### config.mk
export PLATFORM = sky130hd
export DESIGN_NAME = mcu_instruction_timing_core
export DESIGN_NICKNAME = d
export VERILOG_FILES = /design/src/rtl/mcu_timing_pkg.sv /design/src/rtl/mcu_instruction_timing_core.sv
export SDC_FILE = /design/constraint.sdc
export NUM_CORES = 1
export LEC_CHECK = 0
export ABC_AREA = 1
export BUFFER_PORTS_ARGS = -buffer_cell sky130_fd_sc_hd__buf_2
export CELL_PAD_IN_SITES_DETAIL_PLACEMENT = 0
export CELL_PAD_IN_SITES_GLOBAL_PLACEMENT = 1
export CORE_ASPECT_RATIO = 0.5
export CORE_MARGIN = 5
export CORE_UTILIZATION = 41
export DETAILED_ROUTE_END_ITERATION = 10
export PLACE_DENSITY_LB_ADDON = 0.1
export SETUP_SLACK_MARGIN = 0.02
export SLEW_MARGIN = 40
export SYNTH_ARGS = -nofsm -noshare
export SYNTH_HDL_FRONTEND = slang
export SYNTH_SLANG_ARGS = --single-unit
### constraint.sdc
create_clock -name sys_clk -period 3.1 [get_ports sys_clk]
set_clock_uncertainty 0.15 [all_clocks]
set_input_delay 0.31 -clock sys_clk [delete_from_list [all_inputs] [get_ports sys_clk]]
set_output_delay 0.31 -clock sys_clk [all_outputs]
set_load 0.03 [all_outputs]
### src/rtl/mcu_timing_pkg.sv
// shared types and constants of the instruction timing core
package mcu_timing_pkg;

  // ==========================================================
  // timing
  localparam int PHASES_PER_CYCLE = 4;
  localparam int PHASE_W          = 2;
  localparam logic [1:0] PH_FETCH   = 2'h0;
  localparam logic [1:0] PH_OPERAND = 2'h1;
  localparam logic [1:0] PH_EXECUTE = 2'h2;
  localparam logic [1:0] PH_WRITE   = 2'h3;

  // ==========================================================
  // widths and sizes
  localparam int INSTR_W     = 16;
  localparam int DATA_W      = 8;
  localparam int PC_W        = 11;
  localparam int STACK_DEPTH = 8;
  localparam int SP_W        = 3;

  // ==========================================================
  // instruction word fields
  localparam int OPC_MSB  = 15;
  localparam int OPC_LSB  = 11;
  localparam int DEST_BIT = 10;
  localparam int BIT_MSB  = 10;
  localparam int BIT_LSB  = 8;
  localparam int ARG_MSB  = 7;

  // data memory address that aliases the program counter low byte
  localparam logic [7:0] PC_LOW_ADDR = 8'h06;

  // ==========================================================
  // reset values
  localparam logic [PC_W-1:0]   PC_RESET   = 11'h000;
  localparam logic [DATA_W-1:0] ACC_RESET  = 8'h00;
  localparam logic [INSTR_W-1:0] NOP_WORD  = 16'h0000;

  // ==========================================================
  // operation classes, selected by the top five bits
  typedef enum logic [4:0] {
    OP_NOP, OP_LOAD_A, OP_STORE_A, OP_LOAD_IMM,
    OP_ADD, OP_ADD_IMM, OP_ADDC, OP_SUBT, OP_SUBT_IMM, OP_SUBC,
    OP_AND, OP_AND_IMM, OP_OR, OP_OR_IMM, OP_XOR, OP_XOR_IMM,
    OP_INVERT, OP_INCR, OP_DECR, OP_ROR, OP_ROL, OP_RORC, OP_ROLC,
    OP_BIT_SET, OP_BIT_CLEAR, OP_SKIP_ZERO, OP_SKIP_BIT_LOW,
    OP_SKIP_BIT_HIGH, OP_BRANCH, OP_CALL, OP_SUB_EXIT, OP_TABLE_READ
  } opcode_t;

  // kind of extra instruction cycle pending
  typedef enum logic [1:0] {
    EX_NONE, EX_BRANCH, EX_SKIP, EX_TABLE
  } extra_t;

  typedef struct packed {
    logic [DATA_W-1:0] res;
    logic              carry;
    logic              setCarry;
    logic              setZero;
  } alu_t;

  typedef struct packed {
    logic [7:0]        addr;
    logic [DATA_W-1:0] wdata;
    logic              we;
  } dmem_req_t;

  typedef struct packed {
    logic [PC_W-1:0]   pc;
    logic [DATA_W-1:0] acc;
    logic [DATA_W-1:0] tableHigh;
    logic              carry;
    logic              zero;
    logic              intEnable;
    logic              retired;
  } core_status_t;

endpackage

### src/rtl/mcu_instruction_timing_core.sv
// instruction sequencing, timing and data path of the 8-bit core
//
// Overview of operation
// RULE1 - Work runs in whole instruction cycles of four sys_clk periods.
// RULE2 - Most instructions take one cycle, branch, call, exits and table read two.
// RULE3 - Branch, call, both exits and table read add one cycle.
// RULE4 - A program counter low byte write jumps and costs one more cycle.
// RULE5 - A skip not taken takes one cycle and a taken skip one more.
// RULE6 - Moves go memory to acc, acc to memory, or immediate to acc.
// RULE7 - Add sets carry above 255, subtract sets it as borrow below zero.
// RULE8 - Increment and decrement step by one into memory or accumulator.
// RULE9 - Logic ops set the zero flag on a zero result, else clear it.
// RULE10 - AND, OR and XOR take the accumulator and memory or immediate data; invert takes memory only.
// RULE11 - Rotates shift one bit; via-carry forms pass it through carry.
// RULE12 - A call saves the next address and the matching exit resumes there.
// RULE13 - A branch loads its target and saves no return address.
// RULE14 - A skip tests a memory byte or bit and may skip the next one.
// RULE15 - Bit set and clear change one bit by internal read-modify-write.
// RULE16 - Table read fetches a stored constant from program memory.
// RULE17 - The fetch made during a branch or skip extra cycle is discarded; a table cycle keeps it as the table word.
`timescale 1ns/10ps

module mcu_instruction_timing_core (
  input  wire logic                               sys_clk,
  input  wire logic                               nrst,
  input  wire logic                               clkEn,
  output mcu_timing_pkg::dmem_req_t               dmemReq,
  input  wire logic [mcu_timing_pkg::DATA_W-1:0]  dmemRdData,
  output logic      [mcu_timing_pkg::PC_W-1:0]    progAddr,
  input  wire logic [mcu_timing_pkg::INSTR_W-1:0] progData,
  output mcu_timing_pkg::core_status_t            status,
  output logic      [1:0]                         phase
);

  // ==========================================================
  // state
  typedef struct packed {
    logic [1:0]                         phase;
    logic [mcu_timing_pkg::INSTR_W-1:0] instr;
    logic [mcu_timing_pkg::DATA_W-1:0]  operand;
    mcu_timing_pkg::extra_t             extra;
    logic [mcu_timing_pkg::PC_W-1:0]    fetchAddr;
    logic [mcu_timing_pkg::PC_W-1:0]    tableAddr;
    logic [mcu_timing_pkg::STACK_DEPTH-1:0]
          [mcu_timing_pkg::PC_W-1:0]    stack;
    logic [mcu_timing_pkg::SP_W-1:0]    sp;
    mcu_timing_pkg::dmem_req_t          dmem;
    mcu_timing_pkg::core_status_t       stat;
  } state_t;

  state_t state_reg;
  state_t state_next;

  // ==========================================================
  // arithmetic and logic unit
  function automatic mcu_timing_pkg::alu_t alu(
    input mcu_timing_pkg::opcode_t            op,
    input logic [mcu_timing_pkg::DATA_W-1:0]  a,
    input logic [mcu_timing_pkg::DATA_W-1:0]  m,
    input logic [mcu_timing_pkg::DATA_W-1:0]  imm,
    input logic                               cin
  );
    mcu_timing_pkg::alu_t r;
    logic [mcu_timing_pkg::DATA_W:0] wide;
    r = '0;
    wide = '0;
    unique case (op)
      // RULE7 carry out of sum
      mcu_timing_pkg::OP_ADD, mcu_timing_pkg::OP_ADD_IMM,
      mcu_timing_pkg::OP_ADDC: begin
        wide = {1'b0, a}
             + {1'b0, (op == mcu_timing_pkg::OP_ADD_IMM) ? imm : m}
             + {8'h00, (op == mcu_timing_pkg::OP_ADDC) & cin};
        r.setCarry = 1'b1;
        r.setZero  = 1'b1;
      end
      // RULE7 borrow below zero
      mcu_timing_pkg::OP_SUBT, mcu_timing_pkg::OP_SUBT_IMM,
      mcu_timing_pkg::OP_SUBC: begin
        wide = {1'b0, a}
             - {1'b0, (op == mcu_timing_pkg::OP_SUBT_IMM) ? imm : m}
             - {8'h00, (op == mcu_timing_pkg::OP_SUBC) & cin};
        r.setCarry = 1'b1;
        r.setZero  = 1'b1;
      end
      // RULE9 RULE10 logic via accumulator, invert on memory only
      mcu_timing_pkg::OP_AND: begin
        wide = {1'b0, a & m};
        r.setZero = 1'b1;
      end
      mcu_timing_pkg::OP_AND_IMM: begin
        wide = {1'b0, a & imm};
        r.setZero = 1'b1;
      end
      mcu_timing_pkg::OP_OR: begin
        wide = {1'b0, a | m};
        r.setZero = 1'b1;
      end
      mcu_timing_pkg::OP_OR_IMM: begin
        wide = {1'b0, a | imm};
        r.setZero = 1'b1;
      end
      mcu_timing_pkg::OP_XOR: begin
        wide = {1'b0, a ^ m};
        r.setZero = 1'b1;
      end
      mcu_timing_pkg::OP_XOR_IMM: begin
        wide = {1'b0, a ^ imm};
        r.setZero = 1'b1;
      end
      mcu_timing_pkg::OP_INVERT: begin
        wide = {1'b0, ~m};
        r.setZero = 1'b1;
      end
      // RULE8 step of one
      mcu_timing_pkg::OP_INCR: begin
        wide = {1'b0, m + 8'h01};
        r.setZero = 1'b1;
      end
      mcu_timing_pkg::OP_DECR: begin
        wide = {1'b0, m - 8'h01};
        r.setZero = 1'b1;
      end
      // RULE11 rotate by one
      mcu_timing_pkg::OP_ROR: wide = {1'b0, m[0], m[7:1]};
      mcu_timing_pkg::OP_ROL: wide = {1'b0, m[6:0], m[7]};
      // RULE11 carry swaps with outgoing bit
      mcu_timing_pkg::OP_RORC: begin
        wide = {m[0], cin, m[7:1]};
        r.setCarry = 1'b1;
      end
      mcu_timing_pkg::OP_ROLC: begin
        wide = {m[7], m[6:0], cin};
        r.setCarry = 1'b1;
      end
      default: wide = {1'b0, m};
    endcase
    r.res   = wide[7:0];
    r.carry = wide[8];
    return r;
  endfunction

  // ==========================================================
  // next state
  mcu_timing_pkg::opcode_t            op;
  mcu_timing_pkg::alu_t               aluOut;
  logic                               toMem;
  logic [7:0]                         bitMask;
  logic [mcu_timing_pkg::DATA_W-1:0]  wrValue;
  logic                               doWrite;
  logic                               skipTaken;
  logic [mcu_timing_pkg::PC_W-1:0]    pcPlusOne;

  always_comb begin
    state_next = state_reg;
    op         = mcu_timing_pkg::opcode_t'(
                   state_reg.instr[mcu_timing_pkg::OPC_MSB:
                                   mcu_timing_pkg::OPC_LSB]);
    toMem      = state_reg.instr[mcu_timing_pkg::DEST_BIT];
    bitMask    = 8'h01 << state_reg.instr[mcu_timing_pkg::BIT_MSB:
                                          mcu_timing_pkg::BIT_LSB];
    aluOut     = alu(op, state_reg.stat.acc, state_reg.operand,
                     state_reg.instr[mcu_timing_pkg::ARG_MSB:0],
                     state_reg.stat.carry);
    wrValue    = '0;
    doWrite    = 1'b0;
    skipTaken  = 1'b0;
    pcPlusOne  = state_reg.stat.pc + 11'h001;
    // RULE1 four phases per cycle
    state_next.phase = state_reg.phase + 2'h1;
    unique case (state_reg.phase)
      mcu_timing_pkg::PH_FETCH: begin
        // RULE16 constant from program memory
        if (state_reg.extra == mcu_timing_pkg::EX_TABLE) begin
          state_next.stat.acc       = progData[7:0];
          state_next.stat.tableHigh = progData[15:8];
        end else if (state_reg.extra == mcu_timing_pkg::EX_NONE) begin
          state_next.instr    = progData;
          state_next.dmem.addr = progData[mcu_timing_pkg::ARG_MSB:0];
        end else begin
          // RULE17 fetch of the extra cycle dropped
          state_next.instr = mcu_timing_pkg::NOP_WORD;
        end
      end
      mcu_timing_pkg::PH_OPERAND: begin
        // the counter low byte is not in data memory, so it is aliased
        state_next.operand =
          (state_reg.dmem.addr == mcu_timing_pkg::PC_LOW_ADDR)
            ? state_reg.stat.pc[7:0] : dmemRdData;
      end
      mcu_timing_pkg::PH_EXECUTE: begin
        state_next.stat.retired = state_reg.extra == mcu_timing_pkg::EX_NONE;
        if (state_reg.extra != mcu_timing_pkg::EX_NONE) begin
          // RULE5 skip resumes past the dropped one
          if (state_reg.extra == mcu_timing_pkg::EX_SKIP)
            state_next.stat.pc = pcPlusOne;
          state_next.extra = mcu_timing_pkg::EX_NONE;
        end else begin
          state_next.stat.pc = pcPlusOne;
          unique case (op)
            // RULE6 three transfer forms
            mcu_timing_pkg::OP_LOAD_A:
              state_next.stat.acc = state_reg.operand;
            mcu_timing_pkg::OP_STORE_A: begin
              wrValue = state_reg.stat.acc;
              doWrite = 1'b1;
            end
            mcu_timing_pkg::OP_LOAD_IMM:
              state_next.stat.acc =
                state_reg.instr[mcu_timing_pkg::ARG_MSB:0];
            mcu_timing_pkg::OP_ADD, mcu_timing_pkg::OP_ADDC,
            mcu_timing_pkg::OP_SUBT, mcu_timing_pkg::OP_SUBC,
            mcu_timing_pkg::OP_AND, mcu_timing_pkg::OP_OR,
            mcu_timing_pkg::OP_XOR, mcu_timing_pkg::OP_INVERT,
            mcu_timing_pkg::OP_INCR, mcu_timing_pkg::OP_DECR,
            mcu_timing_pkg::OP_ROR, mcu_timing_pkg::OP_ROL,
            mcu_timing_pkg::OP_RORC, mcu_timing_pkg::OP_ROLC: begin
              // RULE8 result to memory or accumulator
              if (toMem) begin
                wrValue = aluOut.res;
                doWrite = 1'b1;
              end else begin
                state_next.stat.acc = aluOut.res;
              end
            end
            mcu_timing_pkg::OP_ADD_IMM, mcu_timing_pkg::OP_SUBT_IMM,
            mcu_timing_pkg::OP_AND_IMM, mcu_timing_pkg::OP_OR_IMM,
            mcu_timing_pkg::OP_XOR_IMM:
              state_next.stat.acc = aluOut.res;
            // RULE15 other bits kept
            mcu_timing_pkg::OP_BIT_SET: begin
              wrValue = state_reg.operand | bitMask;
              doWrite = 1'b1;
            end
            mcu_timing_pkg::OP_BIT_CLEAR: begin
              wrValue = state_reg.operand & ~bitMask;
              doWrite = 1'b1;
            end
            // RULE14 byte or bit test
            mcu_timing_pkg::OP_SKIP_ZERO: begin
              skipTaken = state_reg.operand == 8'h00;
              if (toMem)
                state_next.stat.acc = state_reg.operand;
            end
            mcu_timing_pkg::OP_SKIP_BIT_LOW:
              skipTaken = (state_reg.operand & bitMask) == 8'h00;
            mcu_timing_pkg::OP_SKIP_BIT_HIGH:
              skipTaken = (state_reg.operand & bitMask) != 8'h00;
            // RULE13 RULE3 target, no save
            mcu_timing_pkg::OP_BRANCH: begin
              state_next.stat.pc =
                state_reg.instr[mcu_timing_pkg::PC_W-1:0];
              state_next.extra = mcu_timing_pkg::EX_BRANCH;
            end
            // RULE12 RULE3 save next address
            mcu_timing_pkg::OP_CALL: begin
              state_next.stack[state_reg.sp] = pcPlusOne;
              state_next.sp = state_reg.sp + 3'h1;
              state_next.stat.pc =
                state_reg.instr[mcu_timing_pkg::PC_W-1:0];
              state_next.extra = mcu_timing_pkg::EX_BRANCH;
            end
            // RULE12 RULE3 resume saved address
            mcu_timing_pkg::OP_SUB_EXIT: begin
              state_next.sp = state_reg.sp - 3'h1;
              state_next.stat.pc = state_reg.stack[state_reg.sp - 3'h1];
              state_next.extra = mcu_timing_pkg::EX_BRANCH;
              if (toMem)
                state_next.stat.intEnable = 1'b1;
            end
            // RULE2 RULE3 table read second cycle
            mcu_timing_pkg::OP_TABLE_READ: begin
              state_next.tableAddr =
                {state_reg.instr[mcu_timing_pkg::BIT_MSB:
                                 mcu_timing_pkg::BIT_LSB],
                 state_reg.operand};
              state_next.extra = mcu_timing_pkg::EX_TABLE;
            end
            mcu_timing_pkg::OP_NOP: begin
            end
          endcase
          if (aluOut.setCarry)
            state_next.stat.carry = aluOut.carry;
          // RULE9 zero flag follows result
          if (aluOut.setZero)
            state_next.stat.zero = aluOut.res == 8'h00;
          // RULE5 taken skip costs a cycle
          if (skipTaken)
            state_next.extra = mcu_timing_pkg::EX_SKIP;
          // RULE4 low byte write is a jump
          if (doWrite &&
              state_reg.dmem.addr == mcu_timing_pkg::PC_LOW_ADDR) begin
            state_next.stat.pc = {state_reg.stat.pc[10:8], wrValue};
            state_next.extra   = mcu_timing_pkg::EX_BRANCH;
          end else if (doWrite) begin
            state_next.dmem.wdata = wrValue;
            state_next.dmem.we    = 1'b1;
          end
        end
      end
      mcu_timing_pkg::PH_WRITE: begin
        state_next.dmem.we      = 1'b0;
        state_next.stat.retired = 1'b0;
        // RULE2 table cycle reads the table word
        state_next.fetchAddr =
          (state_reg.extra == mcu_timing_pkg::EX_TABLE)
            ? state_reg.tableAddr : state_reg.stat.pc;
      end
    endcase
  end

  // ==========================================================
  // registers; clkEn low freezes everything
  always_ff @(posedge sys_clk or negedge nrst) begin
    if (!nrst) begin
      state_reg            <= '0;
      state_reg.stat.pc    <= mcu_timing_pkg::PC_RESET;
      state_reg.stat.acc   <= mcu_timing_pkg::ACC_RESET;
      state_reg.fetchAddr  <= mcu_timing_pkg::PC_RESET;
      state_reg.instr      <= mcu_timing_pkg::NOP_WORD;
      state_reg.extra      <= mcu_timing_pkg::EX_NONE;
    end else if (clkEn) begin
      state_reg <= state_next;
    end
  end

  // ==========================================================
  // outputs
  assign dmemReq  = state_reg.dmem;
  assign progAddr = state_reg.fetchAddr;
  assign status   = state_reg.stat;
  assign phase    = state_reg.phase;

endmodule

==> flow_summary.ini <==
[yosys]
avgSynthCellArea_um2 = 7.07
synth_commonest_cells = 480 x nand2_1, 246 x o21ai_0, 189 x dfrtp_1, 161 x nor2_1, 146 x inv_1
synth.yosys.seq_area_share_pct = 37.9
synth_ff_type = dfrtp_1
synthTopCellsByArea = dfrtp_1 38%, nand2_1 14%, o21ai_0 9.9%
synth.most_common_cell = nand2_1
synth_edf_count = 0
async_flop_share_pct = 100
syn-num-nets = 1833
netlist_area_um2 = 12500
yosys_register_bits = 189
syn-instance-count = 1767
synth_top_cell_by_area = dfrtp_1
yosysUniqueCellTypes = 48
yosysWarnings = 0
netlist.area_leader.share_pct = 37.9

[clock_tree]
insertion_delay_ns = 0.46
tritoncts = done
cts_root_buf = clkbuf_16
cts_num_sinks = 189
ctsHtreeMaxLevel = 4
cts_buffer_depth = 2
numCtsBuffers = 17
clk_pin_slew_ns = 0.08

[floorplanning]
die_w_um = 257
ios = 88
dieHeight_um = 133
die_area_um2 = 34300
fp.coreArea_um2 = 30200
rows = 45
start_util_pct = 41.4

[timing]
finalSetupViolCount = 11
drv_slew = 0
rsz0062_at_grt = yes
slew_headroom_pct = 50.8
fmax_mhz = 307
hold_viol_final = 0
fin_crit_ns = 3.26
tightest_slew_ns = 0.736
min_period_over_period_pct = 105
worst_slack_ns = -0.162

[hold_path]
min_path_type = in -> reg
min_from = clkEn
min_to = phase[0]$_DFFE_PN0P_
hold_depth = 2

[final_layout]
largest_register_ffs = 123
layout.cells.non_filler = 2321
design_area_um2 = 15000
diodes = 0
drive_above_1_share_pct = 20.9
area_growth_pct = 19.8
layout.nets = 1975

[power]
power.share.clock_pct = 14.7
p_int_uw = 7650
switching_power_uw = 8540
p_comb_share_pct = 63.4
vdd.ir_drop.worst_mv = 0.549
swShare_pct = 52.8
p_seq_share_pct = 21.9
power_leakage_uw = 0.00737
p_per_area_nw_per_um2 = 1080

[grt]
grt_max_degree = 84
overflow = 0
grt_pass1_wl_um = 75500
grt_pass1_vias = 12300
grt_use_total_pct = 28.7
antenna_found_initial = 2

[placement]
hpwl_um = 37700
io_buffers = 87
place_area_um2 = 13800
placed_cells = 2263
gp_congestion = 1.05

[routing]
wl_per_cell_um = 21.6
drt_iter0_markers = 1393
drtPass1Iterations = 6
drc = 0
via_count = 12900
vias_per_cell = 5.54
routed_wirelength_um = 50100
drtAntennaViolNets = 0

[setup_path]
crit_path_end_kind = flip-flop
reg2reg_slack_ns = -0.16
r2r-start = op[0]$_DFFE_PN0P_
critPathRequiredTime_ns = 3.28
startpoint_type = flip-flop
path_max_fanout = 7
reg2reg_depth = 19
reg2reg_to = status[26]$_DFFE_PN0P_
worst_ep_arrival_time_ns = 3.45
crit_type = reg -> reg

[run]
drv_cap = 0

[run_status]
outcome = finished with violations
violations = negative setup slack
critical path, stage by stage, from the launching register on:
cell	delay [ns]
dfrtp_2	0.45
nor2_4	0.14
nand3_4	0.17
nand2_2	0.12
o21ai_2	0.06
fa_2	0.40
fa_2	0.38
inv_2	0.07
nand4_1	0.13
nand3_1	0.10
nand2_1	0.09
nand3_2	0.08
nand2_1	0.05
nor2_1	0.09
buf_4	0.14
nand4_1	0.14
nand2_1	0.12
nand2_2	0.09
nor2_2	0.11
o21ai_1	0.07
layout make-up:
| cell class | count | area [um2] |
|---|---|---|
| sequential | 189 | 4730 |
| multi-input combinational | 1291 | 6740 |
| clock inverter | 14 | 193 |
| clock buffer | 18 | 439 |
| fill | 3097 | 15200 |
| timing repair buffer | 249 | 1760 |
| tap | 399 | 499 |
| inverter | 161 | 609 |
power by group through the flow:
stage	combinational [uW]	sequential (uW)	clock, uW
6_report	10300	3550	2380
5_1_grt	11100	3600	2500
4_1_cts	9710	3530	2420
3_5_place_dp	9260	3570	0
3_3_place_gp	9260	3550	0
2_1_floorplan	5990	3380	0
cell usage in the layout (no fill, tap or decap), drive strengths merged:
| master | count |
|---|---|
| nand3 | 91 |
| nand2 | 493 |
| nor3 | 14 |
| o221ai | 9 |
| a22oi | 11 |
| or2 | 2 |
| buf | 232 |
| o21a | 2 |
| a31oi | 2 |
| o211a | 1 |
| o21bai | 1 |
| o2111a | 1 |
| bufinv | 1 |
| a32o | 2 |
| o211ai | 10 |
| nand4 | 25 |
| fa | 5 |
| and3 | 1 |
| dlygate4sd3 | 16 |
| o22ai | 39 |
| ha | 34 |
| xor2 | 12 |
| dfrtp | 189 |
| a221oi | 2 |
| a211oi | 2 |
| o21ai | 258 |
| clkinv | 10 |
| mux2 | 7 |
| a21oi | 76 |
| clkbuf | 19 |
| nand3b | 8 |
| a31o | 1 |
| xnor2 | 1 |
| nor4 | 5 |
| inv | 163 |
| clkinvlp | 1 |
| o31ai | 1 |
| nor2 | 175 |
cells by family after synthesis:
family          count (synthesis)  synth area share (%)
buf+inv                       287                  10.6
flops                         189                  37.9
mux                             7                 0.631
xor+xnor                       13                 0.912
fa+ha+maj                      39                  4.21
compound gates                418                  18.4
simple gates                  814                  27.4
metrics by stage:
step	util (%)	hold WS, ns	setup WS [ns]	power [uW]	TNS, ns
3_3_place_gp	45.7	0.250	-0.313	12800	-2.66
4_1_cts	49.0	0.000156	-0.134	15700	-0.757
5_1_grt	49.6	0.0282	-0.340	17200	-3.74
6_report	49.6	0.0119	-0.162	16200	-0.792
2_1_floorplan	-	-0.136	0.00580	9370	0
3_5_place_dp	45.7	0.260	-0.302	12800	-3.10
how the worst max path moves through the flow:
stage / start / endpoint / slack (ns)
finish: op[0]$_DFFE_PN0P_ / status[26]$_DFFE_PN0P_ / -0.16
global placement: op[0]$_DFFE_PN0P_ / status[26]$_DFFE_PN0P_ / -0.31
global route: op[3]$_DFFE_PN0P_ / status[26]$_DFFE_PN0P_ / -0.34
floorplan: op[4]$_DFFE_PN0P_ / dmemReq[8]$_DFFE_PN0P_ / 0.006
CTS: op[1]$_DFFE_PN0P_ / status[26]$_DFFE_PN0P_ / -0.13
detailed placement: op[0]$_DFFE_PN0P_ / status[26]$_DFFE_PN0P_ / -0.30
layer usage:
layer  vias to the layer above  part of all wire [%]  GRT usage [%]
met5                         -                 0.026              0
li1                       6086                     -              -
met2                       486                    44           44.2
met4                         2                   1.7           6.19
met1                      6228                    45           40.1
met3                        67                   8.9           8.73
what timing repair did:
action                                  4_1_cts  5_1_grt
gates resized for setup                      52       47
pin swaps                                    25       45
hold buffers                                 16        0
setup buffers                                 6        5
endpoints found under the setup margin       22       26
endpoints found under the hold margin       106        0
Note: power is estimated with default switching activity, not from simulation.
